<file path="src/pkg/afecfg_pkg.sv">
// constants and types for the front end configuration word block
// assumes a single 200 MHz clock and a plain word-wide register port
package afecfg_pkg;
    localparam int ADDR_W = 32;
    localparam int DATA_W = 32;
    localparam int TEMP_W = 16;
    // register byte addresses
    localparam logic [31:0] FRONTEND_CONFIG_ADDR = 32'h0000_2000;
    localparam logic [31:0] TEMP_RESULT_ADDR = 32'h0000_2004;
    localparam logic [31:0] FRONTEND_CONFIG_RESET = 32'h0008_0000;
    // writable bits of the configuration word, upper bits kept as plain storage
    localparam logic [31:0] FRONTEND_CONFIG_RW_MASK = 32'h0039_FFE0;
    // field positions
    localparam int WAVEGEN_ON_BIT = 14;
    localparam int TEMP_TRIGGER_BIT = 13;
    localparam int TEMP_POWER_BIT = 12;
    localparam int HS_TIA_BIT = 11;
    localparam int INSTR_AMP_BIT = 10;
    localparam int EXC_BUF_BIT = 9;
    localparam int CONV_RUN_BIT = 8;
    localparam int CONV_POWER_BIT = 7;
    localparam int HS_DAC_BIT = 6;
    localparam int HP_REF_PD_BIT = 5;
    // temperature conversion time
    localparam int TEMP_CONV_NS = 1000;
    localparam int CLK_PERIOD_NS = 5;
    localparam int TEMP_CONV_CYCLES = (TEMP_CONV_NS + CLK_PERIOD_NS - 1) / CLK_PERIOD_NS;
    localparam logic [31:0] ZERO_WORD = 32'h0000_0000;
    // temperature conversion states
    typedef enum logic [2:0] {
        AFECFG_T_IDLE = 3'b001,
        AFECFG_T_CONV = 3'b010,
        AFECFG_T_DONE = 3'b100
    } afecfg_tstate_e;
endpackage

</file>
<file path="src/pkg/afecfg_tmp_if.sv">
// handshake between the register bank and the temperature conversion unit
// assumes both ends share one clock
`timescale 1ns/1ps
interface afecfg_tmp_if;
    logic start;
    logic enable;
    logic done;
    logic [afecfg_pkg::TEMP_W-1:0] result;
    modport ctrl (output start, output enable, input done, input result);
    modport conv (input start, input enable, output done, output result);
endinterface

</file>
<file path="src/hdl/afecfg_tempconv.sv">
// temperature conversion sequencer: counts the conversion time then latches a sample
// assumes the sensor sample input is already synchronised upstream
`timescale 1ns/1ps
module afecfg_tempconv #(
    parameter int CONV_CYCLES = afecfg_pkg::TEMP_CONV_CYCLES
) (
    // clock and reset
    input wire logic clk,
    input wire logic rst_b,
    // control side
    afecfg_tmp_if.conv tif,
    // sensor sample
    input wire logic [afecfg_pkg::TEMP_W-1:0] sensor_sample
);
    afecfg_pkg::afecfg_tstate_e state_q;
    logic [15:0] cnt_q;

    // sequence: start only with the sensor powered, wait, capture
    always_ff @(posedge clk or negedge rst_b) begin
        if (!rst_b) begin
            state_q <= afecfg_pkg::AFECFG_T_IDLE;
            cnt_q <= 16'h0000;
        end else begin
            case (state_q)
                afecfg_pkg::AFECFG_T_IDLE: begin
                    cnt_q <= 16'h0000;
                    if (tif.start && tif.enable) begin
                        state_q <= afecfg_pkg::AFECFG_T_CONV;
                    end
                end
                afecfg_pkg::AFECFG_T_CONV: begin
                    if (!tif.enable) begin
                        state_q <= afecfg_pkg::AFECFG_T_IDLE; // enable dropped: sensor power or trigger cleared
                    end else if (cnt_q == 16'(CONV_CYCLES - 1)) begin
                        state_q <= afecfg_pkg::AFECFG_T_DONE;
                    end else begin
                        cnt_q <= cnt_q + 16'h0001;
                    end
                end
                afecfg_pkg::AFECFG_T_DONE: begin
                    cnt_q <= 16'h0000;
                    // a trigger landing on the done cycle is not lost
                    if (tif.start && tif.enable) begin
                        state_q <= afecfg_pkg::AFECFG_T_CONV;
                    end else begin
                        state_q <= afecfg_pkg::AFECFG_T_IDLE;
                    end
                end
                default: state_q <= afecfg_pkg::AFECFG_T_IDLE;
            endcase
        end
    end

    // result capture at the end of a conversion
    always_ff @(posedge clk or negedge rst_b) begin
        if (!rst_b) begin
            tif.result <= '0;
        end else if (state_q == afecfg_pkg::AFECFG_T_CONV && tif.enable
                     && cnt_q == 16'(CONV_CYCLES - 1)) begin
            tif.result <= sensor_sample;
        end
    end

    assign tif.done = (state_q == afecfg_pkg::AFECFG_T_DONE);
endmodule

</file>
<file path="src/hdl/afecfg_sync.sv">
// two-flop synchroniser for a bus of pin-level inputs
// assumes inputs are quasi-static relative to clk
`timescale 1ns/1ps
module afecfg_sync #(
    parameter int W = 16
) (
    // clock and reset
    input wire logic clk,
    input wire logic rst_b,
    // data
    input wire logic [W-1:0] din,
    output logic [W-1:0] dout
);
    logic [W-1:0] meta_q;

    // first stage is read only by the second
    always_ff @(posedge clk or negedge rst_b) begin
        if (!rst_b) begin
            meta_q <= '0;
            dout <= '0;
        end else begin
            meta_q <= din;
            dout <= meta_q;
        end
    end
endmodule

</file>
<file path="src/hdl/afecfg_top.sv">
// front end configuration word: block enables, temperature trigger and result
// assumes a register port with one-cycle strobes and read data the next cycle
//
// What this block does
// - bit 14 turns the waveform generator on or off, reset off.
// - writing 1 to bit 13 with bit 12 also set starts a temperature conversion.
// - a finished temperature conversion leaves its result readable by software.
// - bit 12 powers the temperature sensor up or down, reset down.
// - no temperature reading happens unless trigger bit is also set.
// - bit 11 enables the high speed transimpedance amplifier.
// - bit 10 enables the excitation instrumentation amplifier.
// - bit 9 enables the excitation buffer.
// - bit 8 enables conversions; when clear a powered converter idles.
// - bit 7 powers the converter; software also sets the run bit.
// - bit 6 enables the output converter path, not the waveform generator.
// - bit 5 high powers the reference down; reset keeps it on.
// - the word is 32-bit read/write at 0x2000, reset 0x00080000.
//
// The address map and the strobed register port were chosen for this implementation.
`timescale 1ns/1ps
module afecfg_top #(
    parameter int CONV_CYCLES = afecfg_pkg::TEMP_CONV_CYCLES
) (
    // clock and reset
    input wire logic clk,
    input wire logic rst_b,
    // register port
    input wire logic [afecfg_pkg::ADDR_W-1:0] reg_addr,
    input wire logic [afecfg_pkg::DATA_W-1:0] reg_wdata,
    input wire logic reg_write,
    input wire logic reg_read,
    output logic [afecfg_pkg::DATA_W-1:0] reg_rdata,
    // temperature sensor sample pins
    input wire logic [afecfg_pkg::TEMP_W-1:0] temp_sensor_pins,
    // analog enables
    output logic wavegen_on,
    output logic temp_sensor_power,
    output logic temp_convert_trigger,
    output logic hs_transimpedance_on,
    output logic instr_amp_on,
    output logic excitation_buffer_on,
    output logic conversion_run,
    output logic converter_power,
    output logic hs_output_converter_power,
    output logic hp_reference_powerdown,
    // converter actually converting
    output logic converter_active,
    // temperature conversion busy
    output logic temp_busy
);
    logic cfg_wr;
    logic [31:0] cfg_word;
    logic [31:0] spare_q;
    logic [31:0] rdata_d;
    logic wavegen_q;
    logic temp_trigger_q;
    logic temp_power_q;
    logic hs_tz_amp_q;
    logic instr_amp_q;
    logic exc_buf_q;
    logic conv_run_q;
    logic conv_power_q;
    logic out_conv_q;
    logic hp_ref_pd_q;
    logic [afecfg_pkg::TEMP_W-1:0] temp_result;
    logic [afecfg_pkg::TEMP_W-1:0] sample_sync;
    logic start_pulse;
    logic busy_q;
    afecfg_tmp_if tif ();

    // address match helper
    function automatic logic hit(input logic [31:0] a, input logic [31:0] base);
        hit = (a == base);
    endfunction

    // positions of the ten enable fields in the word
    function automatic logic [31:0] enable_mask();
        logic [31:0] m;
        m = afecfg_pkg::ZERO_WORD;
        m[afecfg_pkg::WAVEGEN_ON_BIT] = 1'b1;
        m[afecfg_pkg::TEMP_TRIGGER_BIT] = 1'b1;
        m[afecfg_pkg::TEMP_POWER_BIT] = 1'b1;
        m[afecfg_pkg::HS_TIA_BIT] = 1'b1;
        m[afecfg_pkg::INSTR_AMP_BIT] = 1'b1;
        m[afecfg_pkg::EXC_BUF_BIT] = 1'b1;
        m[afecfg_pkg::CONV_RUN_BIT] = 1'b1;
        m[afecfg_pkg::CONV_POWER_BIT] = 1'b1;
        m[afecfg_pkg::HS_DAC_BIT] = 1'b1;
        m[afecfg_pkg::HP_REF_PD_BIT] = 1'b1;
        return m;
    endfunction

    // write to the configuration word in this cycle
    assign cfg_wr = reg_write && hit(reg_addr, afecfg_pkg::FRONTEND_CONFIG_ADDR);

    // spare storage: writable bits that drive no enable; reserved bits stay zero
    always_ff @(posedge clk or negedge rst_b) begin
        if (!rst_b) begin
            spare_q <= afecfg_pkg::FRONTEND_CONFIG_RESET;
        end else if (cfg_wr) begin
            spare_q <= reg_wdata & afecfg_pkg::FRONTEND_CONFIG_RW_MASK & ~enable_mask();
        end
    end

    // waveform generator enable
    always_ff @(posedge clk or negedge rst_b) begin
        if (!rst_b) begin
            wavegen_q <= afecfg_pkg::FRONTEND_CONFIG_RESET[afecfg_pkg::WAVEGEN_ON_BIT];
        end else if (cfg_wr) begin
            wavegen_q <= reg_wdata[afecfg_pkg::WAVEGEN_ON_BIT];
        end
    end

    // temperature conversion trigger
    always_ff @(posedge clk or negedge rst_b) begin
        if (!rst_b) begin
            temp_trigger_q <= afecfg_pkg::FRONTEND_CONFIG_RESET[afecfg_pkg::TEMP_TRIGGER_BIT];
        end else if (cfg_wr) begin
            temp_trigger_q <= reg_wdata[afecfg_pkg::TEMP_TRIGGER_BIT];
        end
    end

    // temperature sensor power
    always_ff @(posedge clk or negedge rst_b) begin
        if (!rst_b) begin
            temp_power_q <= afecfg_pkg::FRONTEND_CONFIG_RESET[afecfg_pkg::TEMP_POWER_BIT];
        end else if (cfg_wr) begin
            temp_power_q <= reg_wdata[afecfg_pkg::TEMP_POWER_BIT];
        end
    end

    // high speed transimpedance amplifier enable
    always_ff @(posedge clk or negedge rst_b) begin
        if (!rst_b) begin
            hs_tz_amp_q <= afecfg_pkg::FRONTEND_CONFIG_RESET[afecfg_pkg::HS_TIA_BIT];
        end else if (cfg_wr) begin
            hs_tz_amp_q <= reg_wdata[afecfg_pkg::HS_TIA_BIT];
        end
    end

    // excitation instrumentation amplifier enable
    always_ff @(posedge clk or negedge rst_b) begin
        if (!rst_b) begin
            instr_amp_q <= afecfg_pkg::FRONTEND_CONFIG_RESET[afecfg_pkg::INSTR_AMP_BIT];
        end else if (cfg_wr) begin
            instr_amp_q <= reg_wdata[afecfg_pkg::INSTR_AMP_BIT];
        end
    end

    // excitation buffer enable
    always_ff @(posedge clk or negedge rst_b) begin
        if (!rst_b) begin
            exc_buf_q <= afecfg_pkg::FRONTEND_CONFIG_RESET[afecfg_pkg::EXC_BUF_BIT];
        end else if (cfg_wr) begin
            exc_buf_q <= reg_wdata[afecfg_pkg::EXC_BUF_BIT];
        end
    end

    // converter run enable
    always_ff @(posedge clk or negedge rst_b) begin
        if (!rst_b) begin
            conv_run_q <= afecfg_pkg::FRONTEND_CONFIG_RESET[afecfg_pkg::CONV_RUN_BIT];
        end else if (cfg_wr) begin
            conv_run_q <= reg_wdata[afecfg_pkg::CONV_RUN_BIT];
        end
    end

    // converter power
    always_ff @(posedge clk or negedge rst_b) begin
        if (!rst_b) begin
            conv_power_q <= afecfg_pkg::FRONTEND_CONFIG_RESET[afecfg_pkg::CONV_POWER_BIT];
        end else if (cfg_wr) begin
            conv_power_q <= reg_wdata[afecfg_pkg::CONV_POWER_BIT];
        end
    end

    // output converter path power, waveform generator untouched
    always_ff @(posedge clk or negedge rst_b) begin
        if (!rst_b) begin
            out_conv_q <= afecfg_pkg::FRONTEND_CONFIG_RESET[afecfg_pkg::HS_DAC_BIT];
        end else if (cfg_wr) begin
            out_conv_q <= reg_wdata[afecfg_pkg::HS_DAC_BIT];
        end
    end

    // high power reference power-down, active high
    always_ff @(posedge clk or negedge rst_b) begin
        if (!rst_b) begin
            hp_ref_pd_q <= afecfg_pkg::FRONTEND_CONFIG_RESET[afecfg_pkg::HP_REF_PD_BIT];
        end else if (cfg_wr) begin
            hp_ref_pd_q <= reg_wdata[afecfg_pkg::HP_REF_PD_BIT];
        end
    end

    // readable word: spare bits with the enable fields in place
    always_comb begin
        cfg_word = spare_q;
        cfg_word[afecfg_pkg::WAVEGEN_ON_BIT] = wavegen_q;
        cfg_word[afecfg_pkg::TEMP_TRIGGER_BIT] = temp_trigger_q;
        cfg_word[afecfg_pkg::TEMP_POWER_BIT] = temp_power_q;
        cfg_word[afecfg_pkg::HS_TIA_BIT] = hs_tz_amp_q;
        cfg_word[afecfg_pkg::INSTR_AMP_BIT] = instr_amp_q;
        cfg_word[afecfg_pkg::EXC_BUF_BIT] = exc_buf_q;
        cfg_word[afecfg_pkg::CONV_RUN_BIT] = conv_run_q;
        cfg_word[afecfg_pkg::CONV_POWER_BIT] = conv_power_q;
        cfg_word[afecfg_pkg::HS_DAC_BIT] = out_conv_q;
        cfg_word[afecfg_pkg::HP_REF_PD_BIT] = hp_ref_pd_q;
    end

    // a write that sets the trigger bit starts one conversion if bit 12 is also set and none is running
    always_ff @(posedge clk or negedge rst_b) begin
        if (!rst_b) begin
            start_pulse <= 1'b0;
        end else begin
            start_pulse <= reg_write && hit(reg_addr, afecfg_pkg::FRONTEND_CONFIG_ADDR)
                && reg_wdata[afecfg_pkg::TEMP_TRIGGER_BIT];
        end
    end

    // busy flag: set by start, cleared at done or abort; start wins
    always_ff @(posedge clk or negedge rst_b) begin
        if (!rst_b) begin
            busy_q <= 1'b0;
        end else if (start_pulse && tif.enable) begin
            busy_q <= 1'b1;
        end else if (tif.done || !tif.enable) begin
            busy_q <= 1'b0;
        end
    end

    assign tif.start = start_pulse;
    assign tif.enable = temp_power_q
        && temp_trigger_q;
    assign temp_result = tif.result;

    // pin samples pass two flops
    afecfg_sync #(
        .W(afecfg_pkg::TEMP_W)
    ) u_sync (
        .clk(clk),
        .rst_b(rst_b),
        .din(temp_sensor_pins),
        .dout(sample_sync)
    );

    // temperature conversion sequencer
    afecfg_tempconv #(
        .CONV_CYCLES(CONV_CYCLES)
    ) u_conv (
        .clk(clk),
        .rst_b(rst_b),
        .tif(tif),
        .sensor_sample(sample_sync)
    );

    // read data select: addressed register, zero otherwise
    always_comb begin
        rdata_d = afecfg_pkg::ZERO_WORD; // unmapped reads as zero
        if (reg_read && hit(reg_addr, afecfg_pkg::FRONTEND_CONFIG_ADDR)) begin
            rdata_d = cfg_word;
        end else if (reg_read && hit(reg_addr, afecfg_pkg::TEMP_RESULT_ADDR)) begin
            rdata_d = {16'h0000, temp_result};
        end
    end

    // read data register, one cycle after the strobe
    always_ff @(posedge clk or negedge rst_b) begin
        if (!rst_b) begin
            reg_rdata <= afecfg_pkg::ZERO_WORD;
        end else begin
            reg_rdata <= rdata_d;
        end
    end

    // enable outputs straight from the stored word
    assign wavegen_on = wavegen_q;
    assign temp_convert_trigger = temp_trigger_q;
    assign temp_sensor_power = temp_power_q;
    assign hs_transimpedance_on = hs_tz_amp_q;
    assign instr_amp_on = instr_amp_q;
    assign excitation_buffer_on = exc_buf_q;
    assign conversion_run = conv_run_q;
    assign converter_power = conv_power_q;
    assign hs_output_converter_power = out_conv_q;
    assign hp_reference_powerdown = hp_ref_pd_q;

    // converter converts only when powered and running
    assign converter_active = conv_power_q
        && conv_run_q;
    assign temp_busy = busy_q;
endmodule

</file>
<file path="config.mk">
export PLATFORM = sky130hd
export DESIGN_NAME = afecfg_top
export DESIGN_NICKNAME = d
export VERILOG_FILES = /design/src/pkg/afecfg_pkg.sv /design/src/pkg/afecfg_tmp_if.sv /design/src/hdl/afecfg_tempconv.sv /design/src/hdl/afecfg_sync.sv /design/src/hdl/afecfg_top.sv
export SDC_FILE = /design/constraint.sdc
export NUM_CORES = 1
export LEC_CHECK = 0
export BUFFER_PORTS_ARGS = -buffer_cell sky130_fd_sc_hd__buf_4
export CORE_MARGIN = 8
export CORE_UTILIZATION = 45
export DETAILED_ROUTE_END_ITERATION = 10
export PLACE_DENSITY = 0.82
export SYNTH_ARGS = -nofsm -noshare
export SYNTH_HDL_FRONTEND = slang
export SYNTH_SLANG_ARGS = --single-unit
</file>
<file path="constraint.sdc">
create_clock -name clk -period 2.65 [get_ports clk]
set_input_delay 0.3975 -clock clk [delete_from_list [all_inputs] [get_ports clk]]
set_output_delay 0.3975 -clock clk [all_outputs]
set_load 0.02 [all_outputs]
</file>
* Yosys cells after proc, flatten, opt, wreduce, memory -nomap -nowiden
Index checks and enable logic that the tools add are counted.
Widths: inputs -> output; s select.
** Word-level totals
- Bits in registers :: 116
- Bits of input ports :: 84
** Operators by class
- Reduce and logical (&&, ||, !) cells :: 16
- Muxes and demuxes :: 12
- Add/sub/neg operators :: 1
- Equal/unequal tests :: 10
** Operators by type and width (count)
- $eq 32x14->1 const B :: 2
- $mux 16 :: 3
- $mux 32 :: 1
- $pmux 16 s2 :: 1
- $add 16x1->16 const B :: 1
- $eq 16x8->1 const B :: 1
- $logic_and 1x1->1 :: 9
- $mux 3 :: 3
- $pmux 3 s3 :: 1
- $ne 2x2->1 const B :: 2
- $reduce_bool 2->1 :: 2
- $eq 3x1->1 const B :: 1
- $eq 3x2->1 const B :: 1
- $eq 3x3->1 const B :: 1
- $ne 3x3->1 const B :: 1
- $reduce_and 3->1 :: 1
- $mux 1 :: 2
- $mux 2 :: 1
- $ne 2x1->1 const B :: 1
- $reduce_and 2->1 :: 1
- $reduce_or 2->1 :: 1
- $logic_not 1->1 :: 1
- $logic_or 1x1->1 :: 1

* Logic depth before layout (Yosys ltp)
- Depth after elaboration :: 5
- Depth in mapped cells :: 6
- Depth with buffers taken out :: 5

* By module
From an unflattened synthesis, not the netlist that was laid out.
** Second synthesis, totals
- Cell total of the unflattened synthesis :: 297
- Area total of the unflattened synthesis :: 4225.3 µm²
** By module, submodules not included
- afecfg_tempconv :: cells an instance 143, instances 1, area an instance 1775.5 µm²
- afecfg_top :: cells an instance 122, instances 1, area an instance 1649.1 µm²
- afecfg_sync :: cells an instance 32, instances 1, area an instance 800.8 µm²

* Worst setup path after synthesis
Ideal clock, no wire load.
- Path kind :: input port to flip-flop
- Start :: input port reg_addr[12] (netlist name)
- End :: register hs_tz_amp_q (netlist: hs_transimpedance_on)
- Path slack :: 0.475 ns
- Required time :: 2.522 ns
- Arrival :: 2.047 ns
- Setup time :: 0.128 ns
- Stages :: 5
- Path buffers :: 1
- Path through :: nor4b_1 -> nand4_1 -> nor4_2 -> buf_2 -> mux2_1
** Between the ends
- Longest elaborated chain between the ends :: 2
** Ends and longest elaborated chain
- start: declaration :: line afecfg_top.sv:28 : input wire logic [afecfg_pkg::ADDR_W-1:0] reg_addr,
- $eq 32x14->1 :: line afecfg_top.sv:73 : hit = (a == base);
- $logic_and 1x1->1 :: line afecfg_top.sv:94 : assign cfg_wr = reg_write && hit(reg_addr, afecfg_pkg::FRONTEND_CONFIG_ADDR);
- end signal: assignment :: line afecfg_top.sv:135 : hs_tz_amp_q <= afecfg_pkg::FRONTEND_CONFIG_RESET[afecfg_pkg::HS_TIA_BIT];
- end signal: assignment :: line afecfg_top.sv:137 : hs_tz_amp_q <= reg_wdata[afecfg_pkg::HS_TIA_BIT];
- end: declaration :: line afecfg_top.sv:58 : logic hs_tz_amp_q;
No other way between the ends.
A chain may end at the register's enable or synchronous reset.

* Worst setup path after layout
- Start :: register u_conv.state_q[2]
- End :: register u_conv.cnt_q[9]
** Between the ends
- Longest elaborated chain between the ends :: 4
- Elaborated cells on any way between the ends :: 9
- Classes of those cells :: eq/ne: 5; mux: 1; reduce/logical: 3
** Ends and longest elaborated chain
- start: declaration :: line afecfg_tempconv.sv:15 : afecfg_pkg::afecfg_tstate_e state_q;
- start signal: assignment :: line afecfg_tempconv.sv:21 : state_q <= afecfg_pkg::AFECFG_T_IDLE;
- start signal: assignment :: line afecfg_tempconv.sv:28 : state_q <= afecfg_pkg::AFECFG_T_CONV;
- start signal: assignment :: line afecfg_tempconv.sv:33 : state_q <= afecfg_pkg::AFECFG_T_IDLE;
- $eq 3x3->1 or $eq 3x1->1 (tied branches) :: line afecfg_tempconv.sv:24 : case (state_q)
- $reduce_or 2->1 (no source line)
- $reduce_bool 2->1 (no source line)
- $reduce_and 3->1 (no source line)
- end signal: assignment :: line afecfg_tempconv.sv:37 : cnt_q <= cnt_q + 16'h0001;
- end: declaration :: line afecfg_tempconv.sv:16 : logic [15:0] cnt_q;
Several ways; a longest one is shown, not always the timed one.

==> reports/results.txt <==
RD Place Congestion = 0.819
Pre-antenna DRT Iters = 4
total number of vias = 2649
dominant cell type by area after synthesis = dfrtp_1
min cycle time layout = 2.13 ns
RSZ-0062 raised after global routing = no
Post-DP HPWL = 6250 µm
worst vdd ir = 0.368 mV
Vias/cell = 5.15
die height = 111 µm
CTS max path bufs = 2
Yosys top cell area share = 63.5%
clk slew on worst S/H paths = 0.09 ns
Slew Limit Fails = 0
Mapped Cells = 301
actual slew at the worst max-slew pin = 0.527 ns
Post-CTS Hold Buffers = 0
yosys warns = 0
IO Count = 128
initial antenna violation count = 0
Seq cells post-synth = 104
Final ANT Viol Nets = 0
Iter 0 DRT Violations = 113
pre-CTS setup slack = 0.453 ns
global-route wire length before repair = 14300 µm
Hold Fails Final Rpt = 0
required time worst endpoint = 2.93 ns
# port buffers = 98
fin nets = 486
number of global-route vias before repair = 2874
core box area = 8680 µm²
Cell Area, Synth = 4020 µm²
FP Rows = 34
TNS Setup = 0 ns
Root Buffer Master = clkbuf_8
Residual DRC = 0
TritonCTS buffer count = 9
pin count of the biggest net entering global routing = 105
commonest non-fill, non-tap cells in the layout = dfrtp_1 (102), buf_4 (100), mux2_1 (31)
Worst slew margin = 64.9%
pwr dens = 530 nW/µm²
gr usage total = 14.2%
fmax = 0.469 GHz
WL/cell = 16.5 µm
Post-Route WL = 8470 µm
synthesis-to-layout area growth = 24.5%
DIE AREA = 12200 µm²
most common cell after layout, fill and taps aside = dfrtp_1
ant diodes = 0
Max Fanout on Critical Path = 6
register area share after synthesis = 64.8%
grt total ovfl = 0
kind of end point of the critical path = flip-flop
clock tree from TritonCTS = yes
max-cap viol count = 0
worst skew pair latency = 0.36 ns
Synth area leaders = dfrtp_1 (63%), mux2_1 (8.7%), mux2i_1 (4.0%)
Leakage = 2.45 nW
critical path type = reg2reg
die width = 111 µm
Worst Hold Class = in2async
status = finished, final reports clean
Post-CTS Resized = 0
internal reg-to-reg setup slack = 0.52 ns
Avg Inst Size Synth = 13.4 µm²
setup ws final = 0.520 ns
starting density of the core = 46.3%
H-tree depth = 3
Worst Skew = 0.0115 ns
post-CTS setup buffers = 0
share of cells above drive strength 1 = 30.5%
post-synth cell types = 43
CP Launch Type = flip-flop
# setup viols final = 0
Final Cycle Share = 80.4%
CTS Sinks = 104
Data arrival, critical path = 2.41 ns
## final cells by class
| cell class | count | area (µm²) |
|---|---|---|
| flip-flops and latches | 104 | 2610 |
| repair buffers | 101 | 771 |
| well taps | 108 | 135 |
| clock buffers | 10 | 128 |
| clock inverters | 6 | 50.0 |
| multi-input cells | 181 | 1300 |
| inverters | 4 | 15.0 |
| fillers | 715 | 3670 |
## stage by stage
stage	power [W]	hold WS, ns	instances	utilization (%)	cell area, µm²
floorplan	0.00169	0.102	312	-	4060
finish	0.00265	0.0799	514	57.7	5000
global route	0.00276	0.106	514	57.7	5000
CTS	0.00268	0.101	514	57.7	5000
global placement	0.00178	0.331	498	55.6	4830
detailed placement	0.00179	0.335	498	55.6	4830
## report_power, final
group	total (W)	internal [W]	switching, W	leakage (nW)
sequential	0.00162	0.00161	0.00000641	1.37
combinational	0.000135	0.0000691	0.0000662	0.985
clock	0.000900	0.000356	0.000544	0.0892
total	0.00265	0.00204	0.000617	2.45
## worst max-delay path, stage by stage, from the launching register on
cell     delay [ns]
dfrtp_1        0.41
or3b_4         0.41
or4_1          0.64
or4_1          0.45
a21oi_1        0.15
## flip-flops by register name, summed over array words and instances (netlist names), 3 cells and up
name	flops
u_sync.dout	16
u_sync.meta_q	16
u_conv.cnt_q	16
u_conv.state_q	3
u_conv.tif.result	16
reg_rdata	20
spare_q	5
## path summary, 6_finish.rpt
check	startpoint	cells after the start	endpoint
setup / recovery	u_conv.state_q[2]	4	u_conv.cnt_q[9]
hold / removal	rst_b	2	conversion_run
setup reg to reg	u_conv.state_q[2]	4	u_conv.cnt_q[9]
hold reg to reg	u_sync.meta_q[3]	0	u_sync.dout[3]
max in group asynchronous	rst_b	2	u_conv.state_q[0]
min in group clk	temp_sensor_pins[13]	1	u_sync.meta_q[13]
## metal layers
metal  wire length, µm  track usage [%]  share of wire (%)
met4               120             4.50                1.4
met2              4630             25.1                 55
met5                 0                0                  0
met3               519             5.19                6.1
met1              3200             15.4                 38
## Yosys cell counts, drive strengths merged
| library cell | instances |
|---|---|
| o311ai | 2 |
| xor2 | 1 |
| nor4b | 1 |
| nor4 | 13 |
| or3 | 2 |
| ha | 1 |
| o21ai | 2 |
| and4 | 2 |
| dfrtp | 102 |
| or4 | 7 |
| xnor2 | 1 |
| and2 | 11 |
| and2b | 1 |
| nand3 | 7 |
| o41ai | 2 |
| nor3 | 4 |
| clkbuf | 4 |
| dfstp | 2 |
| mux2i | 16 |
| buf | 19 |
| and3 | 3 |
| conb | 1 |
| o21a | 2 |
| nand2b | 5 |
| or2 | 2 |
| inv | 4 |
| mux2 | 31 |
| or3b | 2 |
| nand2 | 14 |
| o31ai | 6 |
| nor2 | 17 |
| nand4 | 6 |
| a41o | 1 |
| a21oi | 7 |
## cells by family after synthesis
kind of cell               count (synthesis)  synth area share, %
muxes                                     47                 12.7
buffers and inverters                     27                 4.11
and+or+nand+nor                           97                 13.9
other                                      1               0.0933
adders and majority gates                  1                0.311
DFF                                      104                 64.8
xor gates and xnor gates                   2                0.436
AOI/OAI and AO/OA                         22                 3.73
Power figures use the tool's default switching activity.
